==> config.mk <==
export PLATFORM = sky130hd
export DESIGN_NAME = sev_status_event
export DESIGN_NICKNAME = d
export VERILOG_FILES = /design/src/hw/sev_pkg.sv /design/src/hw/sev_status_event.sv
export SDC_FILE = /design/constraint.sdc
export NUM_CORES = 1
export LEC_CHECK = 0
export BUFFER_PORTS_ARGS = -buffer_cell sky130_fd_sc_hd__buf_2
export CORE_MARGIN = 3
export CORE_UTILIZATION = 65
export DETAILED_ROUTE_END_ITERATION = 12
export PLACE_DENSITY = 0.85
export SLEW_MARGIN = 25
export SYNTH_ARGS = -nofsm -noshare
export SYNTH_HDL_FRONTEND = slang
export SYNTH_SLANG_ARGS = --single-unit
==> constraint.sdc <==
create_clock -name clk -period 17.34 [get_ports clk]
set_clock_uncertainty 0.2 [all_clocks]
set_input_delay 2.601 -clock clk [delete_from_list [all_inputs] [get_ports clk]]
set_output_delay 2.601 -clock clk [all_outputs]
set_load 0.1 [all_outputs]
==> src/hw/sev_pkg.sv <==
// Constants and types shared by the status and event reporting unit.
package sev_pkg;

  // ***********************************************************
  // Register widths and event latch layout
  // ***********************************************************
  localparam int          SEV_REG_W    = 8;
  localparam int          SEV_CODE_W   = 16;
  localparam int          SEV_BIT_PON  = 7;
  localparam int          SEV_BIT_URQ  = 6;
  localparam int          SEV_BIT_CME  = 5;
  localparam int          SEV_BIT_EXE  = 4;
  localparam int          SEV_BIT_DDE  = 3;
  localparam int          SEV_BIT_QYE  = 2;
  localparam int          SEV_BIT_RQC  = 1;
  localparam int          SEV_BIT_OPC  = 0;

  // ***********************************************************
  // Status summary byte layout
  // ***********************************************************
  localparam int          SEV_SBR_SUM  = 6;
  localparam int          SEV_SBR_ESB  = 5;
  localparam int          SEV_SBR_MAV  = 4;
  localparam logic [7:0]  SEV_SRM_USED = 8'h30;

  // ***********************************************************
  // Power-on-clear mask values
  // ***********************************************************
  localparam logic [7:0]  SEV_ERE_CLR  = 8'hff;
  localparam logic [7:0]  SEV_SEM_CLR  = 8'h00;
  localparam logic [7:0]  SEV_SRM_CLR  = 8'h00;
  localparam logic [7:0]  SEV_ZERO8    = 8'h00;

  // ***********************************************************
  // Event queue
  // ***********************************************************
  localparam int          SEV_PTR_W    = 6;
  localparam logic [5:0]  SEV_EVQ_DEPTH = 6'h28;
  localparam logic [15:0] SEV_OVF_CODE = 16'h015e;
  localparam logic [15:0] SEV_NONE_CODE = 16'h0000;

  // ***********************************************************
  // Command codes and reader states
  // ***********************************************************
  typedef enum logic [3:0] {
    SEV_CMD_LATCH_RD = 4'h0,
    SEV_CMD_STB_QRY  = 4'h1,
    SEV_CMD_POLL     = 4'h2,
    SEV_CMD_ERE_WR   = 4'h3,
    SEV_CMD_ERE_RD   = 4'h4,
    SEV_CMD_SEM_WR   = 4'h5,
    SEV_CMD_SEM_RD   = 4'h6,
    SEV_CMD_SRM_WR   = 4'h7,
    SEV_CMD_SRM_RD   = 4'h8,
    SEV_CMD_PSC_WR   = 4'h9,
    SEV_CMD_PSC_RD   = 4'ha,
    SEV_CMD_EVQ_CODE = 4'hb,
    SEV_CMD_EVQ_TEXT = 4'hc,
    SEV_CMD_EVQ_ALL  = 4'hd
  } sev_cmd_e;

  typedef enum logic [0:0] {
    SEV_RD_IDLE = 1'b0,
    SEV_RD_ALL  = 1'b1
  } sev_rd_e;

endpackage

==> src/hw/sev_status_event.sv <==
// Status and event reporting unit: latch, masks, summary byte, queues.
`timescale 1ns/1ps

// Functional notes
// - Five 8-bit registers, output and event queues.
// - Enabled events set their latch bit.
// - Latch bits: POWER_ON_FLAG,USER_REQUEST_FLAG,COMMAND_PARSE_ERROR,EXECUTION_ERROR,DDE,QUERY_ERROR,CONTROL_REQUEST_FLAG,OPERATION_COMPLETE.
// - Latch read returns value then clears.
// - Empty read or lost response sets QUERY_ERROR.
// - OPERATION_COMPLETE set when pending operations finish.
// - Bit 6 is SERVICE_REQUESTED_FLAG on poll, summary on query.
// - Querying status byte changes nothing.
// - Bit 5 is masked latch summary.
// - Bit 4 shows response available.
// - Record enable gates latch and queue.
// - Summary mask selects bits feeding bit 5.
// - Service mask bits 5,4 drive summary, request.
// - SERVICE_REQUESTED_FLAG holds until poll or summary drops.
// - Power-on-clear loads 255, 0, 0.
// - Without power-on-clear masks survive power cycle.
// - New message after terminator empties output queue.
// - Second query drops first response, flags QUERY_ERROR.
// - Forty entries; overflow overwrites last with 350.
// - Queue reads remove entries; three read forms.
// - Latch read discards unfetched summarized events.
// - Later events hidden until next latch read.
module sev_status_event #(
  parameter logic [15:0] PON_CODE = 16'h0001,
  parameter logic [15:0] QYE_CODE = 16'h0002,
  parameter logic [15:0] OPC_CODE = 16'h0003
) (
  input  wire logic        clk,
  input  wire logic        rst_b,
  input  wire logic        ev_valid,
  input  wire logic [2:0]  ev_bit,
  input  wire logic [15:0] ev_code,
  input  wire logic        opc_cmd,
  input  wire logic        ops_pending,
  input  wire logic        oq_put,
  input  wire logic        oq_take,
  input  wire logic        oq_read,
  input  wire logic        oq_read_pending,
  input  wire logic        msg_start,
  input  wire logic        cmd_valid,
  input  wire logic [3:0]  cmd_op,
  input  wire logic [7:0]  cmd_data,
  output logic             cmd_ready,
  output logic [7:0]       resp_data,
  output logic             resp_valid,
  output logic [15:0]      evq_code,
  output logic             evq_valid,
  output logic             evq_text,
  output logic             evq_last,
  output logic             service_request,
  input  wire logic        nv_psc_in,
  input  wire logic [7:0]  nv_ere_in,
  input  wire logic [7:0]  nv_sem_in,
  input  wire logic [7:0]  nv_srm_in,
  output logic             nv_psc_out,
  output logic [7:0]       nv_ere_out,
  output logic [7:0]       nv_sem_out,
  output logic [7:0]       nv_srm_out
);

  // ***********************************************************
  // Queue index arithmetic
  // ***********************************************************
  function automatic logic [5:0] sev_wrap(input logic [5:0] a,
                                          input logic [5:0] b);
    logic [6:0] s;
    s = {1'b0, a} + {1'b0, b};
    if (s >= {1'b0, sev_pkg::SEV_EVQ_DEPTH})
    begin
      s = s - {1'b0, sev_pkg::SEV_EVQ_DEPTH};
    end
    return s[5:0];
  endfunction

  // ***********************************************************
  // State
  // ***********************************************************
  logic [7:0]        latch_reg;
  logic [7:0]        latch_next;
  logic [7:0]        ere_reg;
  logic [7:0]        ere_next;
  logic [7:0]        sem_reg;
  logic [7:0]        sem_next;
  logic [7:0]        srm_reg;
  logic [7:0]        srm_next;
  logic              psc_reg;
  logic              psc_next;
  logic              rqs_reg;
  logic              rqs_next;
  logic              sum_d_reg;
  logic              oq_full_reg;
  logic              oq_full_next;
  logic              opc_armed_reg;
  logic              opc_armed_next;
  logic              pon_pulse_reg;
  logic [2:0]        pend_reg;
  logic [2:0]        pend_next;
  logic [5:0]        rd_reg;
  logic [5:0]        rd_next;
  logic [5:0]        wr_reg;
  logic [5:0]        wr_next;
  logic [5:0]        count_reg;
  logic [5:0]        count_next;
  logic [5:0]        avail_reg;
  logic [5:0]        avail_next;
  logic [15:0]       evq_mem [0:39];
  sev_pkg::sev_rd_e  rd_state_reg;
  sev_pkg::sev_rd_e  rd_state_next;
  logic [7:0]        resp_next;
  logic              resp_valid_next;

  // ***********************************************************
  // Command decode
  // ***********************************************************
  wire       cmd_go    = cmd_valid & cmd_ready;
  wire       do_latch  = cmd_go & (cmd_op == sev_pkg::SEV_CMD_LATCH_RD);
  wire       do_stb    = cmd_go & (cmd_op == sev_pkg::SEV_CMD_STB_QRY);
  wire       do_poll   = cmd_go & (cmd_op == sev_pkg::SEV_CMD_POLL);
  wire       do_ere_wr = cmd_go & (cmd_op == sev_pkg::SEV_CMD_ERE_WR);
  wire       do_ere_rd = cmd_go & (cmd_op == sev_pkg::SEV_CMD_ERE_RD);
  wire       do_sem_wr = cmd_go & (cmd_op == sev_pkg::SEV_CMD_SEM_WR);
  wire       do_sem_rd = cmd_go & (cmd_op == sev_pkg::SEV_CMD_SEM_RD);
  wire       do_srm_wr = cmd_go & (cmd_op == sev_pkg::SEV_CMD_SRM_WR);
  wire       do_srm_rd = cmd_go & (cmd_op == sev_pkg::SEV_CMD_SRM_RD);
  wire       do_psc_wr = cmd_go & (cmd_op == sev_pkg::SEV_CMD_PSC_WR);
  wire       do_psc_rd = cmd_go & (cmd_op == sev_pkg::SEV_CMD_PSC_RD);
  wire       do_code   = cmd_go & (cmd_op == sev_pkg::SEV_CMD_EVQ_CODE);
  wire       do_text   = cmd_go & (cmd_op == sev_pkg::SEV_CMD_EVQ_TEXT);
  wire       do_all    = cmd_go & (cmd_op == sev_pkg::SEV_CMD_EVQ_ALL);
  wire       do_single = do_code | do_text;
  wire       all_on    = (rd_state_reg == sev_pkg::SEV_RD_ALL);

  // The all-events read streams one entry a cycle and holds off commands.
  assign cmd_ready = ~all_on;

  // ***********************************************************
  // Event sources
  // ***********************************************************
  wire       fire_ext   = ev_valid & ere_reg[ev_bit];
  wire [7:0] ext_set    = fire_ext ? (8'h01 << ev_bit) : 8'h00;
  wire       oq_lost    = msg_start & oq_full_reg;
  wire       oq_empty_rd = oq_read & ~oq_full_reg & ~oq_read_pending;
  wire       qye_evt    = oq_lost | oq_empty_rd;
  wire       opc_done   = opc_armed_reg & ~ops_pending;
  wire [2:0] int_raw    = {pon_pulse_reg, qye_evt, opc_done};
  wire [2:0] int_en     = {ere_reg[sev_pkg::SEV_BIT_PON],
                           ere_reg[sev_pkg::SEV_BIT_QYE],
                           ere_reg[sev_pkg::SEV_BIT_OPC]};
  wire [2:0] int_new    = int_raw & int_en;
  wire [7:0] int_set    = ({7'h00, int_new[2]} << sev_pkg::SEV_BIT_PON)
                        | ({7'h00, int_new[1]} << sev_pkg::SEV_BIT_QYE)
                        | ({7'h00, int_new[0]} << sev_pkg::SEV_BIT_OPC);

  // A new event in the clearing cycle survives the latch read.
  assign latch_next = (do_latch ? sev_pkg::SEV_ZERO8 : latch_reg)
                    | ext_set | int_set;

  assign opc_armed_next = opc_cmd | (opc_armed_reg & ops_pending);

  // Internal events wait here for a cycle with no outside event to push.
  wire [2:0] take = fire_ext       ? 3'h0 :
                    pend_reg[2]    ? 3'h4 :
                    pend_reg[1]    ? 3'h2 :
                    pend_reg[0]    ? 3'h1 : 3'h0;
  assign pend_next = (pend_reg & ~take) | int_new;

  wire        any_push  = fire_ext | (|pend_reg);
  wire [15:0] push_code = fire_ext    ? ev_code  :
                          pend_reg[2] ? PON_CODE :
                          pend_reg[1] ? QYE_CODE : OPC_CODE;

  // ***********************************************************
  // Status summary byte
  // ***********************************************************
  wire event_summary_bit = |(latch_reg & sem_reg);
  wire message_available = oq_full_reg;
  wire [7:0] sbr_raw = ({7'h00, event_summary_bit} << sev_pkg::SEV_SBR_ESB)
                     | ({7'h00, message_available} << sev_pkg::SEV_SBR_MAV);
  wire summary = |(sbr_raw & srm_reg);
  wire [7:0] sbr_query = sbr_raw
                       | ({7'h00, summary} << sev_pkg::SEV_SBR_SUM);
  wire [7:0] sbr_poll  = sbr_raw
                       | ({7'h00, rqs_reg} << sev_pkg::SEV_SBR_SUM);

  // A fresh summary edge wins over a poll in the same cycle.
  assign rqs_next = (summary & ~sum_d_reg)
                  | (rqs_reg & summary & ~do_poll);
  assign service_request = rqs_reg;

  // ***********************************************************
  // Output queue
  // ***********************************************************
  // A response put in the same cycle as a new message is the new one.
  assign oq_full_next = oq_put
                      | (oq_full_reg & ~oq_take & ~msg_start);

  // ***********************************************************
  // Enable masks and response mux
  // ***********************************************************
  assign ere_next = do_ere_wr ? cmd_data : ere_reg;
  assign sem_next = do_sem_wr ? cmd_data : sem_reg;
  assign srm_next = do_srm_wr ? (cmd_data & sev_pkg::SEV_SRM_USED)
                              : srm_reg;
  assign psc_next = do_psc_wr ? cmd_data[0] : psc_reg;

  assign resp_next = do_latch  ? latch_reg :
                     do_stb    ? sbr_query :
                     do_poll   ? sbr_poll  :
                     do_ere_rd ? ere_reg   :
                     do_sem_rd ? sem_reg   :
                     do_srm_rd ? srm_reg   :
                     do_psc_rd ? {7'h00, psc_reg} : sev_pkg::SEV_ZERO8;
  assign resp_valid_next = do_latch | do_stb | do_poll | do_ere_rd
                         | do_sem_rd | do_srm_rd | do_psc_rd;

  // ***********************************************************
  // Event queue pointers
  // ***********************************************************
  wire       have   = (avail_reg != 6'h00);
  wire       pop_en = (do_single | all_on) & have;
  wire [5:0] rd_adv = do_latch ? avail_reg :
                      pop_en   ? 6'h01 : 6'h00;
  wire       full_eff = ((count_reg - rd_adv) == sev_pkg::SEV_EVQ_DEPTH);
  wire       push_en  = any_push & ~full_eff;
  wire       over_en  = any_push & full_eff;
  wire [5:0] over_idx = (wr_reg == 6'h00)
                      ? (sev_pkg::SEV_EVQ_DEPTH - 6'h01)
                      : (wr_reg - 6'h01);

  assign rd_next    = sev_wrap(rd_reg, rd_adv);
  assign wr_next    = sev_wrap(wr_reg, {5'h00, push_en});
  assign count_next = count_reg - rd_adv + {5'h00, push_en};
  // Events queued after a latch read stay hidden until the next one.
  assign avail_next = do_latch ? (count_reg - avail_reg)
                               : (avail_reg - {5'h00, pop_en});

  assign rd_state_next = do_all                   ? sev_pkg::SEV_RD_ALL  :
                         (all_on & (avail_reg > 6'h01)) ? sev_pkg::SEV_RD_ALL
                                                  : sev_pkg::SEV_RD_IDLE;

  wire [15:0] head_code = have ? evq_mem[rd_reg] : sev_pkg::SEV_NONE_CODE;
  wire        evq_fire  = do_single | all_on;

  // ***********************************************************
  // Registers
  // ***********************************************************
  always_ff @(posedge clk)
  begin
    if (!rst_b)
    begin
      latch_reg     <= sev_pkg::SEV_ZERO8;
      psc_reg       <= nv_psc_in;
      rqs_reg       <= 1'b0;
      sum_d_reg     <= 1'b0;
      oq_full_reg   <= 1'b0;
      opc_armed_reg <= 1'b0;
      pon_pulse_reg <= 1'b1;
      pend_reg      <= 3'h0;
      rd_state_reg  <= sev_pkg::SEV_RD_IDLE;
    end
    else
    begin
      latch_reg     <= latch_next;
      psc_reg       <= psc_next;
      rqs_reg       <= rqs_next;
      sum_d_reg     <= summary;
      oq_full_reg   <= oq_full_next;
      opc_armed_reg <= opc_armed_next;
      pon_pulse_reg <= 1'b0;
      pend_reg      <= pend_next;
      rd_state_reg  <= rd_state_next;
    end
  end

  // Masks come back from non-volatile store unless clear is selected.
  always_ff @(posedge clk)
  begin
    if (!rst_b)
    begin
      ere_reg <= nv_psc_in ? sev_pkg::SEV_ERE_CLR : nv_ere_in;
      sem_reg <= nv_psc_in ? sev_pkg::SEV_SEM_CLR : nv_sem_in;
      srm_reg <= nv_psc_in ? sev_pkg::SEV_SRM_CLR
                           : (nv_srm_in & sev_pkg::SEV_SRM_USED);
    end
    else
    begin
      ere_reg <= ere_next;
      sem_reg <= sem_next;
      srm_reg <= srm_next;
    end
  end

  always_ff @(posedge clk)
  begin
    if (!rst_b)
    begin
      rd_reg    <= 6'h00;
      wr_reg    <= 6'h00;
      count_reg <= 6'h00;
      avail_reg <= 6'h00;
    end
    else
    begin
      rd_reg    <= rd_next;
      wr_reg    <= wr_next;
      count_reg <= count_next;
      avail_reg <= avail_next;
    end
  end

  always_ff @(posedge clk)
  begin
    if (push_en)
    begin
      evq_mem[wr_reg] <= push_code;
    end
    else if (over_en)
    begin
      evq_mem[over_idx] <= sev_pkg::SEV_OVF_CODE;
    end
  end

  always_ff @(posedge clk)
  begin
    if (!rst_b)
    begin
      resp_data  <= sev_pkg::SEV_ZERO8;
      resp_valid <= 1'b0;
      evq_code   <= sev_pkg::SEV_NONE_CODE;
      evq_valid  <= 1'b0;
      evq_text   <= 1'b0;
      evq_last   <= 1'b0;
    end
    else
    begin
      resp_data  <= resp_next;
      resp_valid <= resp_valid_next;
      evq_code   <= evq_fire ? head_code : sev_pkg::SEV_NONE_CODE;
      evq_valid  <= evq_fire;
      evq_text   <= do_text | do_all | all_on;
      evq_last   <= do_single | (all_on & (avail_reg <= 6'h01));
    end
  end

  assign nv_psc_out = psc_reg;
  assign nv_ere_out = ere_reg;
  assign nv_sem_out = sem_reg;
  assign nv_srm_out = srm_reg;

endmodule

# Word-level counts from Yosys, hierarchy flattened

Memory sizes are Yosys's and may differ from the RTL's. A register that Yosys moved wholly into a read port is not among the register bits.
Index checks and enable logic that the tools add are counted.

Flip-flop bits (word level): 78
Latch bits: 0
RAM bits: 640
Memory bits (read-only): 0
Bits of input ports: 67
Output and inout bits: 55
Memories kept: 1

Memory list:

| name    | depth | bits a word | read ports | clocked after memory_dff | wr ports | RTL line                | source |
|---|---|---|---|---|---|---|---|
| evq_mem | 40    | 16          | 1          | 1                        | 1        | sev_status_event.sv:110 | `logic [15:0] evq_mem [0:39];` |

$add $sub $neg: 9
Multiply operators: 0
Divide/modulo/power cells: 0
Order comparisons: 5
Eq/ne operators: 18
Shift-type cells: 1
Mux-type cells: 46
Bitwise operators: 69
Reduce and logical (&&, ||, !) cells: 9

Operator list:

| kind                                                               | number |
|---|---|
| two-way mux 8 bit                                                  | 16 |
| two-way mux 6 bit                                                  | 7 |
| two-way mux 16 bit                                                 | 2 |
| bitwise AND 1 bit                                                  | 31 |
| equality test 4 bit (second input constant)                        | 6 |
| equality test 4 x 3 -> 1 bit (second input constant)               | 4 |
| two-way mux 1 bit                                                  | 16 |
| OR 1 bit                                                           | 16 |
| OR 8 bit                                                           | 2 |
| OR reduction 16 bit                                                | 1 |
| OR reduction 8 bit                                                 | 2 |
| greater-or-equal comparator 7 x 6 -> 1 bit (second input constant) | 2 |
| OR 6 x 7 -> 7 bit                                                  | 2 |
| subtractor 6 bit                                                   | 2 |
| subtractor 6 bit (second input constant)                           | 2 |
| NOT 1 bit                                                          | 9 |
| bitwise AND 6 x 8 -> 8 bit                                         | 1 |
| bitwise AND 8 bit                                                  | 1 |
| equality test 4 x 2 -> 1 bit (second input constant)               | 2 |
| != test 2 x 1 -> 1 bit (second input constant)                     | 4 |
| OR 8 x 1 -> 8 bit                                                  | 1 |
| OR 8 x 3 -> 8 bit                                                  | 1 |
| left shift 1 x 3 -> 8 bit (first input constant)                   | 1 |
| adder 6 x 1 -> 7 bit                                               | 1 |
| 22 further kinds                                                   | 25 |

# Logic depth before layout (Yosys ltp)

Depth in word-level cells: 16
Mapped depth: 23
Gate-level depth less buffers: 23

# Least setup slack after synthesis

No wires, ideal clock.

Path kind: input -> register
From: input port cmd_op[2]
To: memory evq_mem[17][0] (enable)
Library setup time: 0.388 ns
Arrival: 6.861 ns
Required time: 16.752 ns
Slack: 9.890 ns
Cell stages on the path: 15
Cell sequence: buf_2 nor2_1 nand2_1 nor3_1 clkbuf_1 nand2_1 ha_1 and2b_1 o2111a_1 or3_1 xnor2_4 nor3_2 a31oi_2 nand4bb_4 nor2_1

Cells in the longest elaborated chain, start to end: 15
Elaborated cells on any way between the ends: 24
Those cells by class: add/sub (1); eq/ne (3); mux (9); bitwise (9); reduce/logical (2)

Ends and longest elaborated chain:

| element                                                                        | RTL line                                         | source |
|---|---|---|
| start: declaration                                                             | sev_status_event.sv:45                           | `input wire logic [3:0] cmd_op,` |
| equality test 4 bit, on equally long branches                                  | sev_status_event.sv:131, sev_status_event.sv:132 |  |
| bitwise AND 1 bit, on equally long branches                                    | sev_status_event.sv:131, sev_status_event.sv:132 |  |
| OR 1 bit                                                                       | sev_status_event.sv:134                          | `wire do_single = do_code \| do_text;` |
| OR 1 bit                                                                       | sev_status_event.sv:224                          | `wire pop_en = (do_single \| all_on) & have;` |
| bitwise AND 1 bit                                                              | sev_status_event.sv:224                          |  |
| two-way mux 1 bit                                                              | sev_status_event.sv:226                          | `pop_en ? 6'h01 : 6'h00;` |
| two-way mux 6 bit *                                                            | sev_status_event.sv:225                          | `wire [5:0] rd_adv = do_latch ? avail_reg :` |
| subtractor 6 bit *                                                             | sev_status_event.sv:227                          | `wire full_eff = ((count_reg - rd_adv) == sev_pkg::SEV_EVQ_DEPTH);` |
| equality test 6 bit *                                                          | sev_status_event.sv:227                          |  |
| bitwise AND 1 bit / NOT 1 bit (equally long branches)                          | sev_status_event.sv:229, sev_status_event.sv:228 |  |
| two-way mux 1 bit / bitwise AND 1 bit (equally long branches)                  | sev_status_event.sv:321, sev_status_event.sv:228 |  |
| two-way mux 1 bit                                                              | sev_status_event.sv:317                          | `if (push_en)` |
| two-way mux 1 bit (implied by the code)                                        | sev_status_event.sv:323                          | `evq_mem[over_idx] <= sev_pkg::SEV_OVF_CODE;` |
| OR reduction 16 bit (no source line)                                           | --                                               |  |
| two-way mux 6 bit (no source line) / two-way mux 1 bit (equally long branches) | --                                               |  |
| end: declaration                                                               | sev_status_event.sv:110                          |  |

Mark *: on every way between the ends. The rest lies on a longest branch, timed or not.

# Worst setup path in the final report

From: input port cmd_op[1]
To: register wr_reg[3]

Cells in the longest elaborated chain, start to end: 14
Elaborated cells on any way between the ends: 19
Those cells by class: add/sub (3); order compare (1); eq/ne (3); mux (3); bitwise (8); reduce/logical (1)

Ends and longest elaborated chain:

| element                                                                               | RTL line                                         | source |
|---|---|---|
| equality test 4 bit, on equally long branches                                         | sev_status_event.sv:131, sev_status_event.sv:132 |  |
| bitwise AND 1 bit, on equally long branches                                           | sev_status_event.sv:131, sev_status_event.sv:132 |  |
| OR 1 bit                                                                              | sev_status_event.sv:134                          |  |
| OR 1 bit                                                                              | sev_status_event.sv:224                          |  |
| bitwise AND 1 bit                                                                     | sev_status_event.sv:224                          |  |
| two-way mux 1 bit                                                                     | sev_status_event.sv:226                          |  |
| two-way mux 6 bit *                                                                   | sev_status_event.sv:225                          |  |
| subtractor 6 bit *                                                                    | sev_status_event.sv:227                          |  |
| equality test 6 bit *                                                                 | sev_status_event.sv:227                          |  |
| NOT 1 bit *                                                                           | sev_status_event.sv:228                          | `wire push_en = any_push & ~full_eff;` |
| bitwise AND 1 bit *                                                                   | sev_status_event.sv:228                          |  |
| adder 6 x 1 -> 7 bit *                                                                | sev_status_event.sv:71                           | `s = {1'b0, a} + {1'b0, b};` |
| subtractor 6 bit / greater-or-equal comparator 7 x 6 -> 1 bit (equally long branches) | sev_status_event.sv:74, sev_status_event.sv:72   |  |
| two-way mux 6 bit *                                                                   | sev_status_event.sv:72                           | `if (s >= {1'b0, sev_pkg::SEV_EVQ_DEPTH})` |
| end signal: assignment                                                                | sev_status_event.sv:309                          | `wr_reg <= wr_next;` |
| end: declaration                                                                      | sev_status_event.sv:104                          | `logic [5:0] wr_reg;` |

Marks and branches as above.
A chain may end at the register's enable or synchronous reset.

==> results.md <==
| Metric | Value | Unit |
| --- | --- | --- |
| Cell type with the largest total area after synthesis | edfxtp_1 | - |
| Wire length per cell after detailed routing | 29.1 | um |
| Critical-path maximum fanout | 22 | - |
| TritonCTS clock tree | done | - |
| Crit path DAT | 7.68 | ns |
| CP delay by family, top | simple AND/OR/NAND/NOR gates | - |
| Final clock period utilization by the worst path | 0.427 | - |
| Worst Setup Start Kind | input port | - |
| Total global-route track usage | 0.305 | - |
| Number of post-CTS setup repair buffers | 0 | - |
| Mean number of vias per cell | 6.64 | - |
| Regs by FF count | evq_mem: 640 flops, evq_code: 16 flops | - |
| Required @ worst endpoint | 17.61 | ns |
| Fraction of layout instances using a drive strength above 1 | 0.272 | - |
| Distinct cell type count after synthesis | 77 | - |
| Shortest clock period the worst path allows after layout | 7.41 | ns |
| Number of antenna violations at the first check in global routing | 2 | - |
| Max-cap check violation count | 0 | - |
| Final layout net count | 1,890 | - |
| Starting density of the core | 0.666 | - |
| Hold Path Cell Cnt | 1 | - |
| Leading post-synthesis cells by cell area | edfxtp_1 66%, mux4_2 13%, dfxtp_1 4.6% | - |
| Outcome | complete, no violations | - |
| Floorplan die area | 48,500 | sq um |
| Die outline height | 220 | um |
| Share of Yosys cell area claimed by the top area cell type | 0.664 | - |
| Bufs and invs on worst path | 1 | - |
| Reg with most FFs | evq_mem | - |
| M2 GR Usage | 0.515 | - |
| Number of failing setup endpoints in the final timing report | 0 | - |
| Max rail drop VDD | 0.0886 | mV |
| Total negative slack for setup checks | 0 | ns |
| Via count of the first global-routing pass | 16,600 | - |
| Met1 routing resource usage after global routing | 0.406 | - |
| Final ANT Viol Nets | 0 | - |
| Synth Area per Inst | 18.3 | sq um |
| Pin count of the biggest net entering global routing | 62 | - |
| Number of hold violations in the final report | 0 | - |
| Start-to-end type of the worst setup path | in2reg | - |
| Setup repair after global routing missed its margin | false | - |
| Actual transition at the worst max-transition pin | 1.10 | ns |
| Total Power | 4.25 | mW |
| Level count of the clock H-tree | 3 | - |
| Root buffer selected by CTS | clkbuf_16 | - |
| Resize count post-CTS | 0 | - |
| Total of hold buffers inserted after clock tree synthesis | 0 | - |
| Hold WC Path Type | reg2reg | - |
| Met3 usage in global routing | 0.0610 | - |
| Routed wire length | 71,100 | um |
| Worst-case headroom to the max-slew limit | 0.264 | - |
| Worst-case clock buffer depth | 3 | - |
| Largest stage delay on the critical path | 0.46 | ns |
| Cell Pwr Density | 127 | nW/um^2 |
| Initial detailed-routing violation count | 1,863 | - |
| Critical-path cell with the highest stage delay | or3_1 | - |
| Crit end category | flip-flop | - |
| Max-slew violation total from the final report | 0 | - |
| Number of clock sinks | 728 | - |
| Number of ports placed on the die boundary | 122 | - |
| Most crowded layer after global routing | met2 | - |
| Most prevalent standard cell on the critical path | nor2_1 | - |
| Number of synthesized flops with an enable pin | 659 | - |
| Layout-stage area growth over the synthesis result | 12.7 | % |
| GP Congestion | 0.861 | - |
| Post-detail-place hpwl | 40,500 | um |
| Dominant register cell in the synthesized netlist | edfxtp_1 | - |
| # rows | 77 | - |
| Total via count in the routed design | 16,200 | - |
| Synthesized netlist cell count | 1,629 | - |
| Maximum clock rate | 135 | MHz |
| Depth of the critical timing path with buffers and inverters included | 23 | - |
| Die Wd | 220 | um |
| Share of the yosys chip area belonging to registers | 0.710 | - |
| Global-route wire length before repair | 106,000 | um |
| Number of warnings issued by yosys | 0 | - |
| IO Port Bufs | 109 | - |
| Series of cell instances along the critical path | buf_2, nand2_1, o21ai_0, and3_1, nor2_1, a21oi_1, a21o_1, ha_1, and2b_1, o2111a_1, or3_1, xnor2_4, nor2_1, nor2_1, ha_1, ha_1, nor3_1, a31oi_1, or4_1, a21oi_1, a31oi_1, xnor2_1, nor2_1 | - |
| Placeable Area | 44,800 | sq um |
| Global-route congestion overflow total | 0 | - |
| Number of register bits inferred by synthesis | 728 | - |
| Number of iterations in the first detailed-routing pass | 5 | - |
| Total standard cell area after synthesis | 29,800 | sq um |
| Static Leakage | 11.4 | nW |
| Clock input transition at the sequential cells of the worst setup and hold paths | 0.06 | ns |
| Skew-Pair Late Insertion Delay | 0.62 | ns |
| Num CTS Buffers | 70 | - |
| Fraction of registers with async set/reset | 0 | - |
| Number of flip-flops under the largest register name | 640 | - |
| Number of cells traversed by the worst register-to-register path | 21 | - |
| Number of DRC violations after detailed routing | 0 | - |
==> cells by family after synthesis <==
kind of cell / Yosys count / share of synthesized area
flops: 728 / 0.710
simple gates: 324 / 0.0538
mux: 275 / 0.168
compound gates: 125 / 0.0276
buf+inv: 116 / 0.0171
fa+ha+maj: 30 / 0.0130
xor+xnor: 30 / 0.0101
other cells: 1 / 0.000126
==> cell usage after synthesis, drive strengths merged, types with 8 or more instances <==
cell and number:
edfxtp 659, mux4 178, nor2 152, mux2i 77, nand2 73, dfxtp 69
buf 47, a21oi 44, clkbuf 40, inv 29, ha 27, xnor2 22
mux2 20, o21ai 20, and2 19, nor3 13, a22oi 12, nand3 12
nand2b 8, xor2 8
==> metrics by stage <==
stage | worst slack, ns | utilization | hold slack [ns] | area [sq um] | std cells
floorplan | 9.89 | - | 0.190 | 29800 | 1634
global placement | 9.63 | 0.697 | 0.198 | 31200 | 2314
detailed placement | 9.39 | 0.697 | 0.212 | 31200 | 2314
CTS | 10.02 | 0.750 | 0.230 | 33600 | 2441
global route | 9.55 | 0.750 | 0.255 | 33600 | 2441
finish | 9.93 | 0.750 | 0.230 | 33600 | 2442
==> metal layers <==
metal  routed length, um  vias to the layer above
li1                    -                     6789
met1               25200                     8217
met2               36200                     1057
met3                7120                      154
met4                2490                        0
met5                   0                        -
==> final timing paths <==
kind                              from                    endpoint  slack (ns)
setup / recovery             cmd_op[1]        wr_reg[3]$_SDFF_PN0_        9.93
hold reg to reg   sum_d_reg$_SDFF_PN0_  service_request$_SDFF_PN0_        0.23
hold / removal    sum_d_reg$_SDFF_PN0_  service_request$_SDFF_PN0_        0.23
setup reg to reg     all_on$_SDFF_PN0_        wr_reg[3]$_SDFF_PN0_       11.79
==> power breakdown <==
group / leakage (nW) / internal (mW) / switching, mW
Clock: 1.15 / 0.929 / 0.640
Combinational: 3.67 / 0.190 / 0.424
Sequential: 6.62 / 2.04 / 0.0307
Total: 11.4 / 3.16 / 1.09
==> final cells by class <==
class,count,area (sq um)
clock buffer,93,1910
tap,592,741
fill,2426,11200
timing repair buffer,175,1050
antenna,1,2.50
multi-input combinational,790,8160
inverter,29,109
sequential,728,21200
clock inverter,34,458
==> placed cells by master, fill, tap and decap left out, drive strengths merged, types with 3 or more instances in the layout <==
master	count
a211oi	6
a21o	7
a21oi	44
a22oi	12
a31oi	6
a32oi	3
and2	19
and3	7
and3b	3
buf	175
bufinv	10
clkbuf	93
clkinv	22
conb	6
dfxtp	69
edfxtp	659
ha	27
inv	29
mux2	20
mux2i	77
mux4	178
nand2	73
nand2b	8
nand3	12
nand3b	3
nand4b	6
nor2	152
nor2b	6
nor3	13
nor4	3
nor4b	3
o211ai	4
o21ai	20
o22ai	3
or3	4
or4	3
xnor2	22
xor2	8
(Power assumes the default switching activity.)
